**src/verilog/xorex_pkg.sv**
```systemverilog
package xorex_pkg;
    // ------------------------------------------------------------------
    // Widths
    // ------------------------------------------------------------------
    localparam int DATA_W  = 8;
    localparam int INSN_W  = 12;
    localparam int INDEX_W = 5;

    // ------------------------------------------------------------------
    // Instruction fields and patterns
    // ------------------------------------------------------------------
    localparam int IMM_OP_HI  = 11;
    localparam int IMM_OP_LO  = 8;
    localparam logic [3:0] IMM_OPCODE = 4'hf;
    localparam int REG_OP_HI  = 11;
    localparam int REG_OP_LO  = 6;
    localparam logic [5:0] REG_OPCODE = 6'h06;
    localparam int DEST_BIT   = 5;
    localparam int LIT_HI     = 7;
    localparam int INDEX_HI   = 4;

    // ------------------------------------------------------------------
    // Reset values and state
    // ------------------------------------------------------------------
    localparam logic [7:0] ACC_RESET  = 8'h00;
    localparam logic [7:0] DATA_ZERO  = 8'h00;
    localparam logic [4:0] INDEX_ZERO = 5'h00;

    typedef enum logic [2:0] {
        XOREX_IDLE = 3'h1,
        XOREX_IMM  = 3'h2,
        XOREX_REG  = 3'h4
    } xorex_op_type;
endpackage

```
**src/verilog/xorex_dec_if.sv**
```systemverilog
`timescale 1ns/10ps
interface xorex_dec_if;
    import xorex_pkg::*;
    logic                 is_imm;
    logic                 is_reg;
    logic                 dest_file;
    logic [DATA_W-1:0]    literal;
    logic [INDEX_W-1:0]   index;
    modport dec (output is_imm, is_reg, dest_file, literal, index);
    modport use_side (input is_imm, is_reg, dest_file, literal, index);
endinterface

```
**src/verilog/xorex_exec.sv**
```systemverilog
`timescale 1ns/10ps
// Operation
// - An immediate pattern word XORs the accumulator with its low 8-bit literal into it.
// - The immediate form is one word and completes in one instruction cycle.
// - A register pattern word XORs the accumulator with the file register at index 0..31.
// - Destination bit 0 writes the accumulator, bit 1 writes the selected file register.
// - Both forms update the zero flag only and leave other status flags alone.
// - The register form is one word and one cycle for either destination.
module xorex_exec (
    input  wire logic                            clk,
    input  wire logic                            srst,
    input  wire logic                            insn_valid,
    input  wire logic [xorex_pkg::INSN_W-1:0]    insn,
    input  wire logic [xorex_pkg::DATA_W-1:0]    file_rdata,
    output logic      [xorex_pkg::INDEX_W-1:0]   file_addr,
    output logic      [xorex_pkg::DATA_W-1:0]    file_wdata,
    output logic                                 file_we,
    output logic      [xorex_pkg::DATA_W-1:0]    acc,
    output logic                                 zero_flag,
    output logic                                 zero_we,
    output logic                                 done
);
    import xorex_pkg::*;

    // ------------------------------------------------------------------
    // Decode
    // ------------------------------------------------------------------
    xorex_dec_if dec_bus ();

    xorex_decode u_dec (
        .insn (insn),
        .dec  (dec_bus)
    );

    // ------------------------------------------------------------------
    // Helpers
    // ------------------------------------------------------------------
    // The checks match the opcode fields here rather than through the decoder, so
    // that a broken decoder shows up as a failed check instead of hiding.
    logic                    imm_taken;
    logic                    reg_taken;
    logic                    xor_taken;

    function automatic logic word_is_imm(input logic [INSN_W-1:0] word);
        return word[IMM_OP_HI:IMM_OP_LO] == IMM_OPCODE;
    endfunction

    function automatic logic word_is_reg(input logic [INSN_W-1:0] word);
        return word[REG_OP_HI:REG_OP_LO] == REG_OPCODE;
    endfunction

    // One zero test for both forms, so the flag rule lives in one place.
    function automatic logic is_zero(input logic [DATA_W-1:0] value);
        return value == DATA_ZERO;
    endfunction

    assign imm_taken = insn_valid && word_is_imm(insn);
    assign reg_taken = insn_valid && word_is_reg(insn);
    assign xor_taken = imm_taken || reg_taken;

    // ------------------------------------------------------------------
    // Execute
    // ------------------------------------------------------------------
    // The core drives file_rdata combinationally from insn's index in the same
    // cycle, so each instruction retires on the edge it is presented; a
    // registered file port would cost a second cycle and break single-cycle use.
    xorex_op_type            op;
    logic [DATA_W-1:0]       result;
    logic [DATA_W-1:0]       next_acc;
    logic                    next_zero_flag;
    logic                    next_zero_we;
    logic [DATA_W-1:0]       next_file_wdata;
    logic [INDEX_W-1:0]      next_file_addr;
    logic                    next_file_we;
    logic                    next_done;

    always_comb begin
        op = XOREX_IDLE;
        if (insn_valid && dec_bus.is_imm) begin
            op = XOREX_IMM;
        end else if (insn_valid && dec_bus.is_reg) begin
            op = XOREX_REG;
        end
        next_acc        = acc;
        next_zero_flag  = zero_flag;
        next_zero_we    = 1'b0;
        next_file_wdata = file_wdata;
        next_file_addr  = file_addr;
        next_file_we    = 1'b0;
        next_done       = 1'b0;
        result          = DATA_ZERO;
        case (op)
            XOREX_IMM: begin
                result         = acc ^ dec_bus.literal;
                next_acc       = result;
                next_zero_flag = is_zero(result);
                next_zero_we   = 1'b1;
                next_done      = 1'b1;
            end
            XOREX_REG: begin
                result         = acc ^ file_rdata;
                next_zero_flag = is_zero(result);
                next_zero_we   = 1'b1;
                next_done      = 1'b1;
                if (dec_bus.dest_file) begin
                    next_file_wdata = result;
                    next_file_addr  = dec_bus.index;
                    next_file_we    = 1'b1;
                end else begin
                    next_acc = result;
                end
            end
            default: begin
                next_done = 1'b0;
            end
        endcase
    end

    // Every output, the file port included, is cleared by reset so that no
    // stale write data can sit on the port while the core restarts.
    always_ff @(posedge clk) begin
        if (srst) begin
            acc        <= ACC_RESET;
            zero_flag  <= 1'b0;
            zero_we    <= 1'b0;
            file_wdata <= DATA_ZERO;
            file_addr  <= INDEX_ZERO;
            file_we    <= 1'b0;
            done       <= 1'b0;
        end else begin
            acc        <= next_acc;
            zero_flag  <= next_zero_flag;
            zero_we    <= next_zero_we;
            file_wdata <= next_file_wdata;
            file_addr  <= next_file_addr;
            file_we    <= next_file_we;
            done       <= next_done;
        end
    end

    // ------------------------------------------------------------------
    // Checks
    // ------------------------------------------------------------------
    // The antecedents use the local word match, not the decoder, and every check but
    // file_write_done_a, strobe_pair_a and zero_clear_a looks one edge ahead (reg_one_cycle_a two) because each form retires on the next edge.
    // A reset in mid-run is covered by the disable clause, which drops any
    // attempt whose look ahead lands on a reset edge.
    imm_result_a: assert property (@(posedge clk) disable iff (srst)
        imm_taken |=> acc == ($past(acc) ^ $past(insn[LIT_HI:0])))
        else $error("immediate xor result wrong");

    imm_no_file_a: assert property (@(posedge clk) disable iff (srst)
        imm_taken |=> !file_we)
        else $error("immediate xor wrote a file register");

    imm_one_cycle_a: assert property (@(posedge clk) disable iff (srst)
        imm_taken |=> done && zero_we)
        else $error("immediate xor not done in one cycle");

    done_single_a: assert property (@(posedge clk) disable iff (srst)
        done |=> !done || $past(xor_taken))
        else $error("done stood longer than one cycle");

    idle_no_done_a: assert property (@(posedge clk) disable iff (srst)
        !xor_taken |=> !done)
        else $error("done raised without an xor word");

    reg_file_dest_a: assert property (@(posedge clk) disable iff (srst)
        reg_taken && insn[DEST_BIT] |=>
            file_we && file_addr == $past(insn[INDEX_HI:0])
            && file_wdata == ($past(acc) ^ $past(file_rdata)) && acc == $past(acc))
        else $error("register xor to file wrong");

    reg_acc_dest_a: assert property (@(posedge clk) disable iff (srst)
        reg_taken && !insn[DEST_BIT] |=>
            !file_we && acc == ($past(acc) ^ $past(file_rdata)))
        else $error("register xor to accumulator wrong");

    file_port_hold_a: assert property (@(posedge clk) disable iff (srst)
        !(reg_taken && insn[DEST_BIT]) |=>
            file_addr == $past(file_addr) && file_wdata == $past(file_wdata))
        else $error("file port moved without a file write");

    file_write_done_a: assert property (@(posedge clk) disable iff (srst)
        file_we |-> done && zero_we)
        else $error("file write without a retired xor");

    file_we_single_a: assert property (@(posedge clk) disable iff (srst)
        file_we |=> !file_we || $past(reg_taken))
        else $error("file write stood longer than one cycle");

    flag_hold_a: assert property (@(posedge clk) disable iff (srst)
        !xor_taken |=>
            !zero_we && !file_we && zero_flag == $past(zero_flag) && acc == $past(acc))
        else $error("state changed without xor");

    strobe_pair_a: assert property (@(posedge clk) disable iff (srst)
        zero_we == done)
        else $error("zero write strobe and done disagree");

    reg_one_cycle_a: assert property (@(posedge clk) disable iff (srst)
        reg_taken |=> done ##1 (!done || $past(xor_taken)))
        else $error("register xor not single cycle");

    reg_done_pulse_a: assert property (@(posedge clk) disable iff (srst)
        reg_taken |=> done && zero_we)
        else $error("register xor not done in one cycle");

    zero_set_a: assert property (@(posedge clk) disable iff (srst)
        imm_taken && (acc ^ insn[LIT_HI:0]) == DATA_ZERO |=> zero_flag)
        else $error("zero flag not set");

    imm_zero_clear_a: assert property (@(posedge clk) disable iff (srst)
        imm_taken && (acc ^ insn[LIT_HI:0]) != DATA_ZERO |=> !zero_flag)
        else $error("zero flag not cleared");

    reg_zero_set_a: assert property (@(posedge clk) disable iff (srst)
        reg_taken && (acc ^ file_rdata) == DATA_ZERO |=> zero_flag)
        else $error("zero flag not set by register xor");

    reg_flag_file_a: assert property (@(posedge clk) disable iff (srst)
        reg_taken && insn[DEST_BIT] |=> zero_flag == (file_wdata == DATA_ZERO))
        else $error("zero flag disagrees with file write data");

    zero_clear_a: assert property (@(posedge clk) disable iff (srst)
        zero_we |-> zero_flag == ((file_we ? file_wdata : acc) == DATA_ZERO))
        else $error("zero flag disagrees with result");
endmodule

```
**src/verilog/xorex_decode.sv**
```systemverilog
`timescale 1ns/10ps
module xorex_decode (
    input  wire logic [xorex_pkg::INSN_W-1:0] insn,
    xorex_dec_if.dec                          dec
);
    import xorex_pkg::*;

    always_comb begin
        dec.is_imm    = (insn[IMM_OP_HI:IMM_OP_LO] == IMM_OPCODE);
        dec.is_reg    = (insn[REG_OP_HI:REG_OP_LO] == REG_OPCODE);
        dec.dest_file = insn[DEST_BIT];
        dec.literal   = insn[LIT_HI:0];
        dec.index     = insn[INDEX_HI:0];
    end
endmodule

```
**config.mk**
```make
export PLATFORM = sky130hd
export DESIGN_NAME = xorex_exec
export DESIGN_NICKNAME = d
export VERILOG_FILES = /design/src/verilog/xorex_pkg.sv /design/src/verilog/xorex_dec_if.sv /design/src/verilog/xorex_exec.sv /design/src/verilog/xorex_decode.sv
export SDC_FILE = /design/constraint.sdc
export NUM_CORES = 1
export LEC_CHECK = 0
export BUFFER_PORTS_ARGS = -buffer_cell sky130_fd_sc_hd__buf_2
export CAP_MARGIN = 20
export CORE_MARGIN = 3
export CORE_UTILIZATION = 48
export CTS_CLUSTER_DIAMETER = 100
export DETAILED_ROUTE_END_ITERATION = 16
export GPL_ROUTABILITY_DRIVEN = 0
export GPL_TIMING_DRIVEN = 0
export PLACE_DENSITY_LB_ADDON = 0.12
export SKIP_LAST_GASP = 1
export SLEW_MARGIN = 20
export SYNTH_ARGS = -nofsm -noshare
export SYNTH_HDL_FRONTEND = slang
export SYNTH_SLANG_ARGS = --single-unit
```
**constraint.sdc**
```tcl
create_clock -name clk -period 1.84 [get_ports clk]
set_input_delay 0.092 -clock clk [delete_from_list [all_inputs] [get_ports clk]]
set_output_delay 0.092 -clock clk [all_outputs]
set_load 0.01 [all_outputs]
```
* Word-level counts from Yosys, hierarchy flattened *
Index checks and enable logic that the tools add are counted.
W data, S select, Z words.

cells by class
  multiply operators = 0
  equal/unequal tests = 5
  divide/modulo/power cells = 0
  add/subtract/negate cells = 0
  muxes and demuxes = 7
  $lt $le $gt $ge = 0
  bitwise operators = 3
  shift operators = 0
  reduce and logical (&&, ||, !) cells = 9

operators by type and width
  cell                  number
  $logic_not A8 Y1      2
  $pmux W8 S2           1
  $xor A8 B8 Y8         2
  $mux W8               1
  $eq A6 B3 Y1 const B  1
  $mux W3               2
  $eq A4 B4 Y1 const B  1
  $reduce_and A2 Y1     2
  $reduce_or A2 Y1      2
  $eq A3 B2 Y1 const B  1
  $eq A3 B3 Y1 const B  1
  $logic_and A1 B1 Y1   2
  $mux W1               2
  $ne A2 B2 Y1 const B  1
  $pmux W1 S2           1
  $reduce_bool A2 Y1    1
  $not A1 Y1            1

word-level totals
  bits in read-only memories = 0
  bits of input ports = 23
  bits in writable memories = 0
  word-level logic and storage cells = 30
  output and inout port bits = 25
  register bits after elaboration = 24
  bits in latches = 0
  memories kept = 0

* Depth between registers and ports, before layout *
Gate-level depths: netlist of the first run.

  depth after elaboration = 7
  gate-level depth with buffers = 5
  depth with buffers taken out = 4

* Hierarchy *
Synthesis of the first run repeated with hierarchy kept, for this count alone.

second synthesis, totals
  cells, all modules = 153
  area, all modules = 1297.5 µm²

modules (own cells, without submodules)
  module        cells an instance  area an instance (µm²)  instances
  xorex_exec    136                1161.1                  1
  xorex_decode  17                 136.4                   1

* Worst setup path before layout of the first run *
Ideal clock, no wire load.

  kind = input-to-reg
  start point = input port insn[11] (netlist name)
  end point = register acc[0] (netlist name)
  stages = 4
  setup slack = 504 ps
  setup time = 121 ps
  path buffers = 0
  data arrival time = 1216 ps
  required time = 1719 ps
  cell sequence = nor3_2 > nand3b_2 > a22oi_1 > mux2_2

on the way
  cells in the longest elaborated chain, start to end = 7

ends and longest elaborated chain
  item                                                                 line                RTL
  start, declared                                                      xorex_exec.sv:13    input wire logic [xorex_pkg::INSN_W-1:0] insn,
  $eq A6 B3 Y1                                                         xorex_decode.sv:10  dec.is_reg = (insn[REG_OP_HI:REG_OP_LO] == REG_OPCODE);
  $logic_and A1 B1 Y1                                                  xorex_exec.sv:81    end else if (insn_valid && dec_bus.is_reg) begin
  $mux W3                                                              xorex_exec.sv:81
  $mux W3 (*)                                                          xorex_exec.sv:79    if (insn_valid && dec_bus.is_imm) begin
  $eq A3 B3 Y1 or $eq A3 B2 Y1 (tied branches)                         n/a
  $ne A2 B2 Y1 (no source line) or $reduce_bool A2 Y1 (tied branches)  n/a
  $reduce_and A2 Y1 (no source line)                                   n/a
  end signal, assigned                                                 xorex_exec.sv:131   acc <= next_acc;
  end, declared                                                        xorex_exec.sv:18    output logic [xorex_pkg::DATA_W-1:0] acc,

Mark *: on every way between the ends. The rest lies on a longest branch, timed or not.
A chain may end at the register's enable or synchronous reset.

* Worst setup path in the final report of the first run *
  start point = input port insn[11] (netlist name)
  end point = register acc[3] (netlist name)

Same word-level chain as after synthesis.

==> metrics.log, run 1 <==
[metrics] clk_skew: 3.61 ps
[metrics] Synth top cells by count: dfxtp_1, nor2_1, mux2i_1
[metrics] number of antenna violations at the first check in global routing: 0
[metrics] area inside the core boundary: 2520 um2
[metrics] pin count of the biggest net entering global routing: 13
[metrics] setup TNS: 0 ps
[metrics] depth of the worst register-to-register path: 4
[metrics] Die Outline Area: about 3400 um2
[metrics] # Max-Cap Violations: 0
[metrics] first-pass detailed-route iteration total: 4
[metrics] VDD IR-drop max: about 330 uV
[metrics] net count reported at finish: 220
[metrics] Initial Utilization: 0.515
[metrics] io pins: 48
[metrics] Antenna Diode Count: 0
[metrics] net count of the mapped netlist: ~170
[metrics] Synth area leaders: dfxtp_1, mux2i_1, mux2_2
[metrics] Tmin final: ~1400 ps
[metrics] EDFF count, synth: 0
[metrics] headroom to the max-slew limit: 0.590
[metrics] largest area contributor in the netlist: dfxtp_1
[metrics] number of nets with antenna violations after detailed routing: 0
[metrics] placed standard-cell area: approximately 1600 um2
[metrics] source-to-sink clock delay at the later pin of the worst-skew pair: 310 ps
[metrics] DIE HEIGHT: between 50 and 60 um
[metrics] Post-synth ARST share: 0
[metrics] data required time of the critical path: slightly above 2000 ps
[metrics] non-filler instance count after layout: around 230
[metrics] highest-delay cell along the critical path: nor3_2
[metrics] count of port buffers added during placement: 47
[metrics] Yosys warnings: 0
[metrics] Resized Gates After CTS: 0
[metrics] CTS Root Buffer Type: clkbuf_4
[metrics] CTS sink cnt: 24
[metrics] number of vias after detailed routing: 1219
[metrics] Fin. Hold Viols: 0
[metrics] internal reg-to-reg setup slack: approximately 500 ps
[metrics] vias in the first global route: approximately 1300
[metrics] overall overflow remaining after global route: 0
[metrics] Routed Wire Length: approximately 3200 um
[metrics] mapped cell area: 1300 um2
[metrics] share of post-route cells with drive strength above 1: 0.333
[metrics] number of cells on the worst hold path: 3
[metrics] crit path max fanout: 9
[metrics] critical path's top delay family: simple AND/OR/NAND/NOR gates
[metrics] critical path, cell by cell: buf_2 > nor3_2 > nand3b_2 > a22oi_1 > mux2_2
[metrics] number of DRC markers in iteration 0: 27
[metrics] Tcrit/Tclk final: 0.785
[metrics] hold worst-path end: file_we
[metrics] path type of the worst setup path: in -> reg
[metrics] Power per Cell Area: approximately 550 nW/um2
[metrics] area growth from synthesis to layout: 22.7%
[metrics] static leakage power: between 0.8 and 0.9 nW
[metrics] outcome: complete, no violations
[metrics] clock slew at reported path FFs: between 100 and 150 ps
[metrics] fraction of synthesized cell area taken by the top area cell type: 0.370
[metrics] Num CTS Buffers: 3
[metrics] row count: 18
[metrics] launch point of the worst reg-to-reg path: acc[3]
[metrics] Post-CTS Setup Bufs: 0
[metrics] origin of the worst min-delay path: insn[5]
[metrics] class of the most critical hold timing path: in -> reg
[metrics] post-cts hold buffer count: 0
[metrics] H-tree levels: 1
[metrics] post-route worst hold slack: about 37 ps
[metrics] first-pass GRT wire length: between 5000 and 6000 um
[metrics] R2R Path End: zero_flag
[metrics] critical path endpoint category: flop
[metrics] transition time at the pin with the least slew margin: between 600 and 700 ps
[metrics] Peak Freq: 0.693 GHz
[metrics] Netlist cell types: 30
[metrics] flip-flop and latch count after synthesis: 24
[metrics] Pins Over Slew Limit: 0
[metrics] CTS max path bufs: 2
[metrics] average instance area after synthesis: between 8 and 9 um2
[metrics] most repeated cell in the gate-level netlist after synthesis: dfxtp_1
[metrics] crit start category: primary input
[metrics] RSZ-0062 raised after global routing: false
[metrics] horizontal die dimension: approximately 58 um
[metrics] total placed cells including tap cells: 222
[metrics] slowest stage delay, CP: 530 ps
[metrics] most frequently used flop master after synthesis: dfxtp_1
[metrics] DRC violation count after routing: 0
[metrics] Routed wire per std cell: 14.3 um
[metrics] estimated wirelength of the detail-placed design: around 2600 um
[metrics] CTS tree: yes
[metrics] Buf/Inv on CP: 1
[metrics] final std cell area, no fill: between 1500 and 2000 um2
[metrics] Total GRT Usage: 0.206
[metrics] portion of the post-synthesis area used by sequential elements: 0.370
[metrics] count of endpoints failing setup in the final report: 0
[metrics] Critical Path AT: ~1700 ps
[metrics] Via-to-Cell Ratio: between 5 and 6
[metrics] cells after synthesis: between 100 and 150
[metrics] number of filler cells placed in the layout: 252
==> routing by layer <==
metal	part of all wire	vias up	global-route usage
met2	0.51	39	0.379
met1	0.42	566	0.236
met4	0.011	0	0.0861
met5	0	-	0
met3	0.055	6	0.0312
li1	-	608	-
==> logic make-up after synthesis <==
group	synth area share
DFF	0.370
muxes	0.170
xor gates and xnor gates	0.108
and+or+nand+nor	0.224
AOI/OAI and AO/OA	0.0935
buffers and inverters	0.0347
==> registers in the layout (all words and copies together) (netlist names) <==
signal	flops
file_we	1
file_addr	5
file_wdata	8
acc	8
done	1
zero_flag	1
==> layout by cell type (no fill, tap or decap), types with 2 or more instances in the layout <==
| cell | netlist | layout |
|---|---|---|
| xnor2_1 | 8 | 8 |
| mux2i_1 | 13 | 13 |
| o21ai_0 | 7 | 7 |
| clkbuf_1 | 2 | 2 |
| nand3_1 | 8 | 8 |
| or3_1 | 2 | 2 |
| nor4_1 | 3 | 3 |
| a22oi_1 | 6 | 6 |
| nor2_1 | 23 | 23 |
| a21oi_1 | 4 | 4 |
| buf_2 | 3 | 50 |
| nand2_1 | 3 | 3 |
| dfxtp_1 | 24 | 24 |
| nand4_1 | 2 | 2 |
| nor2b_1 | 8 | 8 |
| xor2_1 | 8 | 8 |
| clkbuf_4 | 0 | 3 |
| mux2_2 | 8 | 8 |
==> worst min-delay path, delay by kind of cell <==
| family | cells | cell delay (ps) |
|---|---|---|
| AND/OR/NAND/NOR | 2 | 90 |
| buffers and inverters | 1 | 130 |
==> final cells by class <==
cell class / instances / area [um2] / share of cell area
tap: 30 / 37.5 / 0.0235
multi-input combinational: 113 / 773 / 0.485
timing repair buffer: 47 / 235 / 0.148
sequential: 24 / 480 / 0.301
clock buffer: 3 / 22.5 / 0.0141
buffer: 8 / 45.0 / 0.0283
==> metrics by stage <==
stage	utilization	power (mW)	worst slack, ps
after global routing	0.632	0.939	326
final	0.632	0.884	396
after floorplan	-	0.608	504
after detailed placement	0.623	0.671	93.3
after CTS	0.632	0.898	426
after global placement	0.623	0.667	136
==> worst max-delay path by stage <==
stage | from | endpoint | slack [ps] | depth (start not counted)
CTS | insn[11] | acc[3] | 430 | 5
global route | insn[11] | acc[3] | 330 | 5
floorplan | insn[11] | acc[0] | 500 | 4
detailed placement | insn[11] | acc[3] | 90 | 5
finish | insn[11] | acc[3] | 400 | 5
global placement | insn[11] | acc[7] | 140 | 5
==> where the power goes <==
part	switching [mW]	leakage [nW]	internal, mW
Combinational	0.0725	0.615	0.0558
Sequential	0.00703	0.194	0.525
Clock	0.147	0.0138	0.0765
Total	0.227	0.822	0.657
No activity file was read; power rests on OpenSTA's default activity.
==> inputs of run 2 (changes only) <==
CORE_UTILIZATION = 44   (was 48)
clock period = 1.27 ns   (was 1.84 ns; I/O delays follow)
==> metrics.log, run 2 (synthesis results as in run 1) <==
[metrics] clock slew at reported path FFs: ~130 ps
[metrics] launch point of the worst reg-to-reg path: acc[7]
[metrics] total placed cells including tap cells: about 220
[metrics] count of port buffers added during placement: 47
[metrics] first-pass GRT wire length: about 5300 um
[metrics] crit path max fanout: 3
[metrics] non-filler instance count after layout: ~240
[metrics] Power per Cell Area: ~850 nW/um2
[metrics] outcome: complete, no violations
[metrics] critical path endpoint category: flop
[metrics] PnR Total Power: 1.53 mW
[metrics] data required time of the critical path: around 1500 ps
[metrics] # Max-Cap Violations: 0
[metrics] Initial Utilization: 0.467
[metrics] overall overflow remaining after global route: 0
[metrics] number of antenna violations at the first check in global routing: 0
[metrics] Pins Over Slew Limit: 0
[metrics] CTS Root Buffer Type: clkbuf_4
[metrics] row count: 19
[metrics] most common library cell in the layout ignoring fill and taps: buf_2
[metrics] path type of the worst setup path: reg -> reg
[metrics] Fin. Hold Viols: 0
[metrics] DRC violation count after routing: 0
[metrics] number of DRC markers in iteration 0: 63
[metrics] Tmin final: approximately 1200 ps
[metrics] Routed Wire Length: 3470 um
[metrics] final std cell area, no fill: 1810 um2
[metrics] Die Outline Area: between 3000 and 4000 um2
[metrics] number of vias after detailed routing: between 1000 and 1500
[metrics] slowest stage delay, CP: around 380 ps
[metrics] source-to-sink clock delay at the later pin of the worst-skew pair: 320 ps
[metrics] number of nets with antenna violations after detailed routing: 0
[metrics] Via-to-Cell Ratio: roughly 5.5
[metrics] DIE HEIGHT: 60.3 um
[metrics] placed standard-cell area: 1580 um2
[metrics] crit start category: flop
[metrics] class of the most critical hold timing path: in -> reg
[metrics] Peak Freq: ~0.80 GHz
[metrics] highest-delay cell along the critical path: dfxtp_4
[metrics] vias in the first global route: about 1200
[metrics] CTS tree: yes
[metrics] Tcrit/Tclk final: 0.982
[metrics] CTS sink cnt: 24
[metrics] sequential cell area in the final layout: 508 um2
[metrics] horizontal die dimension: 60.3 um
[metrics] first-pass detailed-route iteration total: 6
[metrics] static leakage power: approximately 0.94 nW
[metrics] area growth from synthesis to layout: 39.1%
[metrics] CTS max path bufs: 2
[metrics] pin count of the biggest net entering global routing: 15
[metrics] Critical Path AT: ~1500 ps
[metrics] estimated wirelength of the detail-placed design: about 2600 um
[metrics] number of filler cells placed in the layout: 242
[metrics] H-tree levels: 1
[metrics] Regs by FF count: acc x8, file_wdata x8, file_addr x5
[metrics] clk_skew: 2.07 ps
[metrics] commonest cells after routing, fill and taps aside: buf_2, nor2_1, dfxtp_1
[metrics] Critical path origin: acc[7]
[metrics] io pins: 48
[metrics] critical path, cell by cell: xor2_1 > nor4_1 > a21oi_1 > a211oi_2
[metrics] Antenna Diode Count: 0
[metrics] RSZ-0062 raised after global routing: true
[metrics] origin of the worst min-delay path: insn[1]
[metrics] transition time at the pin with the least slew margin: 457 ps
[metrics] area inside the core boundary: 2780 um2
[metrics] Routed wire per std cell: roughly 15 um
[metrics] count of endpoints failing setup in the final report: 0
[metrics] Total GRT Usage: 0.197
[metrics] headroom to the max-slew limit: 0.694
[metrics] utilization of the core after routing: 0.650
[metrics] footprint of the multi-input gates: about 860 um2
[metrics] VDD IR-drop max: 898 uV
[metrics] net count reported at finish: approximately 230
[metrics] share of post-route cells with drive strength above 1: 0.449
[metrics] Num CTS Buffers: 3
run 2: changes by cell type in the layout (fill, tap and decap cells not counted), moves of 6 or more:
cell     delta
buf_4       +8
dfxtp_1     -8
dfxtp_4     +7
xnor2_1     -6
xnor2_2     +6
run 2: repair_timing:
item | 4_1_cts | 5_1_grt
setup endpoints to repair | 1 | 6
hold buffers | 1 | 0
pin swaps | 5 | 3
buffers inserted | 6 | 2
hold endpoints to repair | 1 | 0
resized for setup | 19 | 5
run 2: critical path: cells and delay by family (launching register included):
kind                      cells  cell delay, ps
AOI/OAI and AO/OA             2             310
DFF                           1             380
xor gates and xnor gates      1             180
and+or+nand+nor               1             300
run 2: final timing paths:
kind | slack, ps | depth (start not counted) | end
hold / removal | 20 | 3 | file_addr[1]
hold reg to reg | 500 | 2 | file_wdata[6]
setup reg to reg | 20 | 4 | zero_flag
setup / recovery | 20 | 4 | zero_flag
run 2: where the power goes:
part / total (mW) / switching, mW / internal, mW
logic: 0.217 / 0.119 / 0.0980
clock network: 0.550 / 0.231 / 0.319
registers: 0.761 / 0.0110 / 0.750
total: 1.53 / 0.361 / 1.17
run 2: per-layer routing:
layer | wire length (um) | part of all wire | up-vias | track usage
li1 | - | - | 631 | -
met1 | 1420 | 0.41 | 610 | 0.242
met2 | 1760 | 0.51 | 49 | 0.344
met3 | 275 | 0.079 | 2 | 0.0447
met4 | 15 | 0.0043 | 0 | 0.0570
met5 | 0 | 0 | - | 0
run 2: final cells by class:
cell class / count / area share
multi-input cells: 113 / 0.474
clock inverters: 1 / 0.0166
clock buffers: 3 / 0.0125
flip-flops and latches: 24 / 0.281
repair buffers: 56 / 0.169
well taps: 31 / 0.0215
plain buffers: 8 / 0.0249
run 2: stage by stage:
stage	setup TNS [ps]	hold slack (ps)	worst slack [ps]
floorplan	0	177	1.34
global placement	-3970	343	-285
detailed placement	-4160	348	-293
CTS	0	27.2	24.2
global route	-40.7	36.4	-40.7
finish	0	24.3	23.0
==> inputs of run 3 (changes only) <==
CELL_PAD_IN_SITES_DETAIL_PLACEMENT = 1   (was default)
CELL_PAD_IN_SITES_GLOBAL_PLACEMENT = 1   (was default)
CORE_UTILIZATION = 32   (was 44)
==> metrics.log, run 3 (synthesis results as in run 1) <==
[metrics] crit path max fanout: 5
[metrics] pin count of the biggest net entering global routing: 14
[metrics] crit start category: flop
[metrics] busiest grt layer: met2
[metrics] Total GRT Usage: 0.175
[metrics] Tcrit/Tclk final: 1.01
[metrics] commonest cells after routing, fill and taps aside: buf_2, nor2_1, dfxtp_1
[metrics] CTS tree: yes
[metrics] static leakage power: approximately 0.91 nW
[metrics] share of post-route cells with drive strength above 1: 0.452
[metrics] horizontal die dimension: between 60 and 70 um
[metrics] number of nets with antenna violations after detailed routing: 0
[metrics] Tmin final: 1280 ps
[metrics] number of DRC markers in iteration 0: 40
[metrics] violated checks: setup timing
[metrics] critical path, cell by cell: xor2_4 > nor4_2 > a21oi_1 > a211oi_2
[metrics] clock slew at reported path FFs: 90 ps
[metrics] Die Outline Area: 4860 um2
[metrics] DIE HEIGHT: 69.7 um
[metrics] CTS Root Buffer Type: clkbuf_8
[metrics] Pins Over Slew Limit: 0
[metrics] post-layout worst setup margin: -11.7 ps
[metrics] setup TNS: -11.7 ps
[metrics] transition time at the pin with the least slew margin: between 400 and 500 ps
[metrics] Power per Cell Area: about 850 nW/um2
[metrics] highest-delay cell along the critical path: dfxtp_4
[metrics] slowest stage delay, CP: just under 400 ps
[metrics] Antenna Diode Count: 0
[metrics] area growth from synthesis to layout: 38.4%
[metrics] count of port buffers added during placement: 47
[metrics] DRC violation count after routing: 0
[metrics] estimated wirelength of the detail-placed design: 3150 um
[metrics] source-to-sink clock delay at the later pin of the worst-skew pair: between 200 and 300 ps
[metrics] overall overflow remaining after global route: 0
[metrics] Num CTS Buffers: 3
[metrics] VDD IR-drop max: between 500 and 600 uV
[metrics] Regs by FF count: acc x8, file_wdata x8, file_addr x5
[metrics] data required time of the critical path: approximately 1500 ps
[metrics] clk_skew: between 7 and 8 ps
[metrics] Fin. Hold Viols: 0
[metrics] row count: 22
[metrics] net count reported at finish: 223
[metrics] Routed Wire Length: around 4200 um
[metrics] placed standard-cell area: roughly 1600 um2
[metrics] critical path endpoint category: flop
[metrics] Initial Utilization: 0.342
[metrics] area inside the core boundary: 3800 um2
[metrics] met3 demand-to-capacity share in global routing: 0.0449
[metrics] most common library cell in the layout ignoring fill and taps: buf_2
[metrics] CTS sink cnt: 24
[metrics] Critical Path AT: 1470 ps
[metrics] outcome: complete, but fails checks
[metrics] CTS max path bufs: 2
[metrics] Via-to-Cell Ratio: between 5 and 6
[metrics] met1 Use GR: 0.201
[metrics] # Max-Cap Violations: 0
[metrics] RSZ-0062 raised after global routing: true
[metrics] final std cell area, no fill: roughly 1800 um2
[metrics] H-tree levels: 1
[metrics] headroom to the max-slew limit: 0.684
[metrics] first-pass GRT wire length: roughly 7000 um
[metrics] path type of the worst setup path: reg -> reg
[metrics] vias in the first global route: about 1400
[metrics] Peak Freq: approximately 0.78 GHz
[metrics] io pins: 48
[metrics] post-route worst hold slack: roughly 73 ps
[metrics] met2 Resource Use GR: 0.319
[metrics] first-pass detailed-route iteration total: 4
[metrics] number of antenna violations at the first check in global routing: 0
[metrics] count of endpoints failing setup in the final report: 1
[metrics] Routed wire per std cell: between 15 and 20 um
[metrics] number of vias after detailed routing: between 1000 and 1500
[metrics] class of the most critical hold timing path: in -> reg
-- run 3: path summary, 6_finish.rpt --
check                                    from             to  slack [ps]  cells after the start
worst max-delay path                   acc[6]      zero_flag         -10                      4
worst min-delay path                  insn[0]   file_addr[0]          70                      3
worst max register to register         acc[6]      zero_flag         -10                      4
worst min register to register  file_wdata[1]  file_wdata[1]         500                      2
-- run 3: power breakdown --
part	switching (mW)	internal, mW
sequential	0.0118	0.755
clock	0.257	0.277
combinational	0.127	0.0964
total	0.396	1.13
-- run 3: through the flow --
step	setup WS (ps)	power, mW	util	std cells
after floorplan	1.34	0.882	-	145
final	-11.7	1.53	0.473	247
after CTS	-37.3	1.53	0.452	247
after global placement	-338	0.977	0.422	240
after detailed placement	-383	0.985	0.422	240
after global routing	-106	1.60	0.473	247
-- run 3: area by class of cell --
class	instances	area [um2]
clock buffers	4	55.1
fillers	464	2000
flip-flops and latches	24	498
plain buffers	8	47.5
multi-input cells	113	880
well taps	48	60.1
repair buffers	50	258
-- run 3: metal layers --
metal	part of all wire	wire length (um)
met1	0.42	1750
met2	0.54	2230
met4	0.0062	26
met3	0.038	160
met5	0	0
-- run 3: timing repair --
action	CTS	global route
gates resized for setup	9	20
pin swaps	2	5
endpoints found under the setup margin	17	8
endpoints found under the hold margin	0	0
hold buffers	0	0
buffers inserted	3	0
-- run 3: worst max-delay path, delay by kind of cell (launching register included) --
family / cells / cell delay [ps]
simple gates: 1 / 310
compound gates: 2 / 350
flops: 1 / 390
xor+xnor: 1 / 160
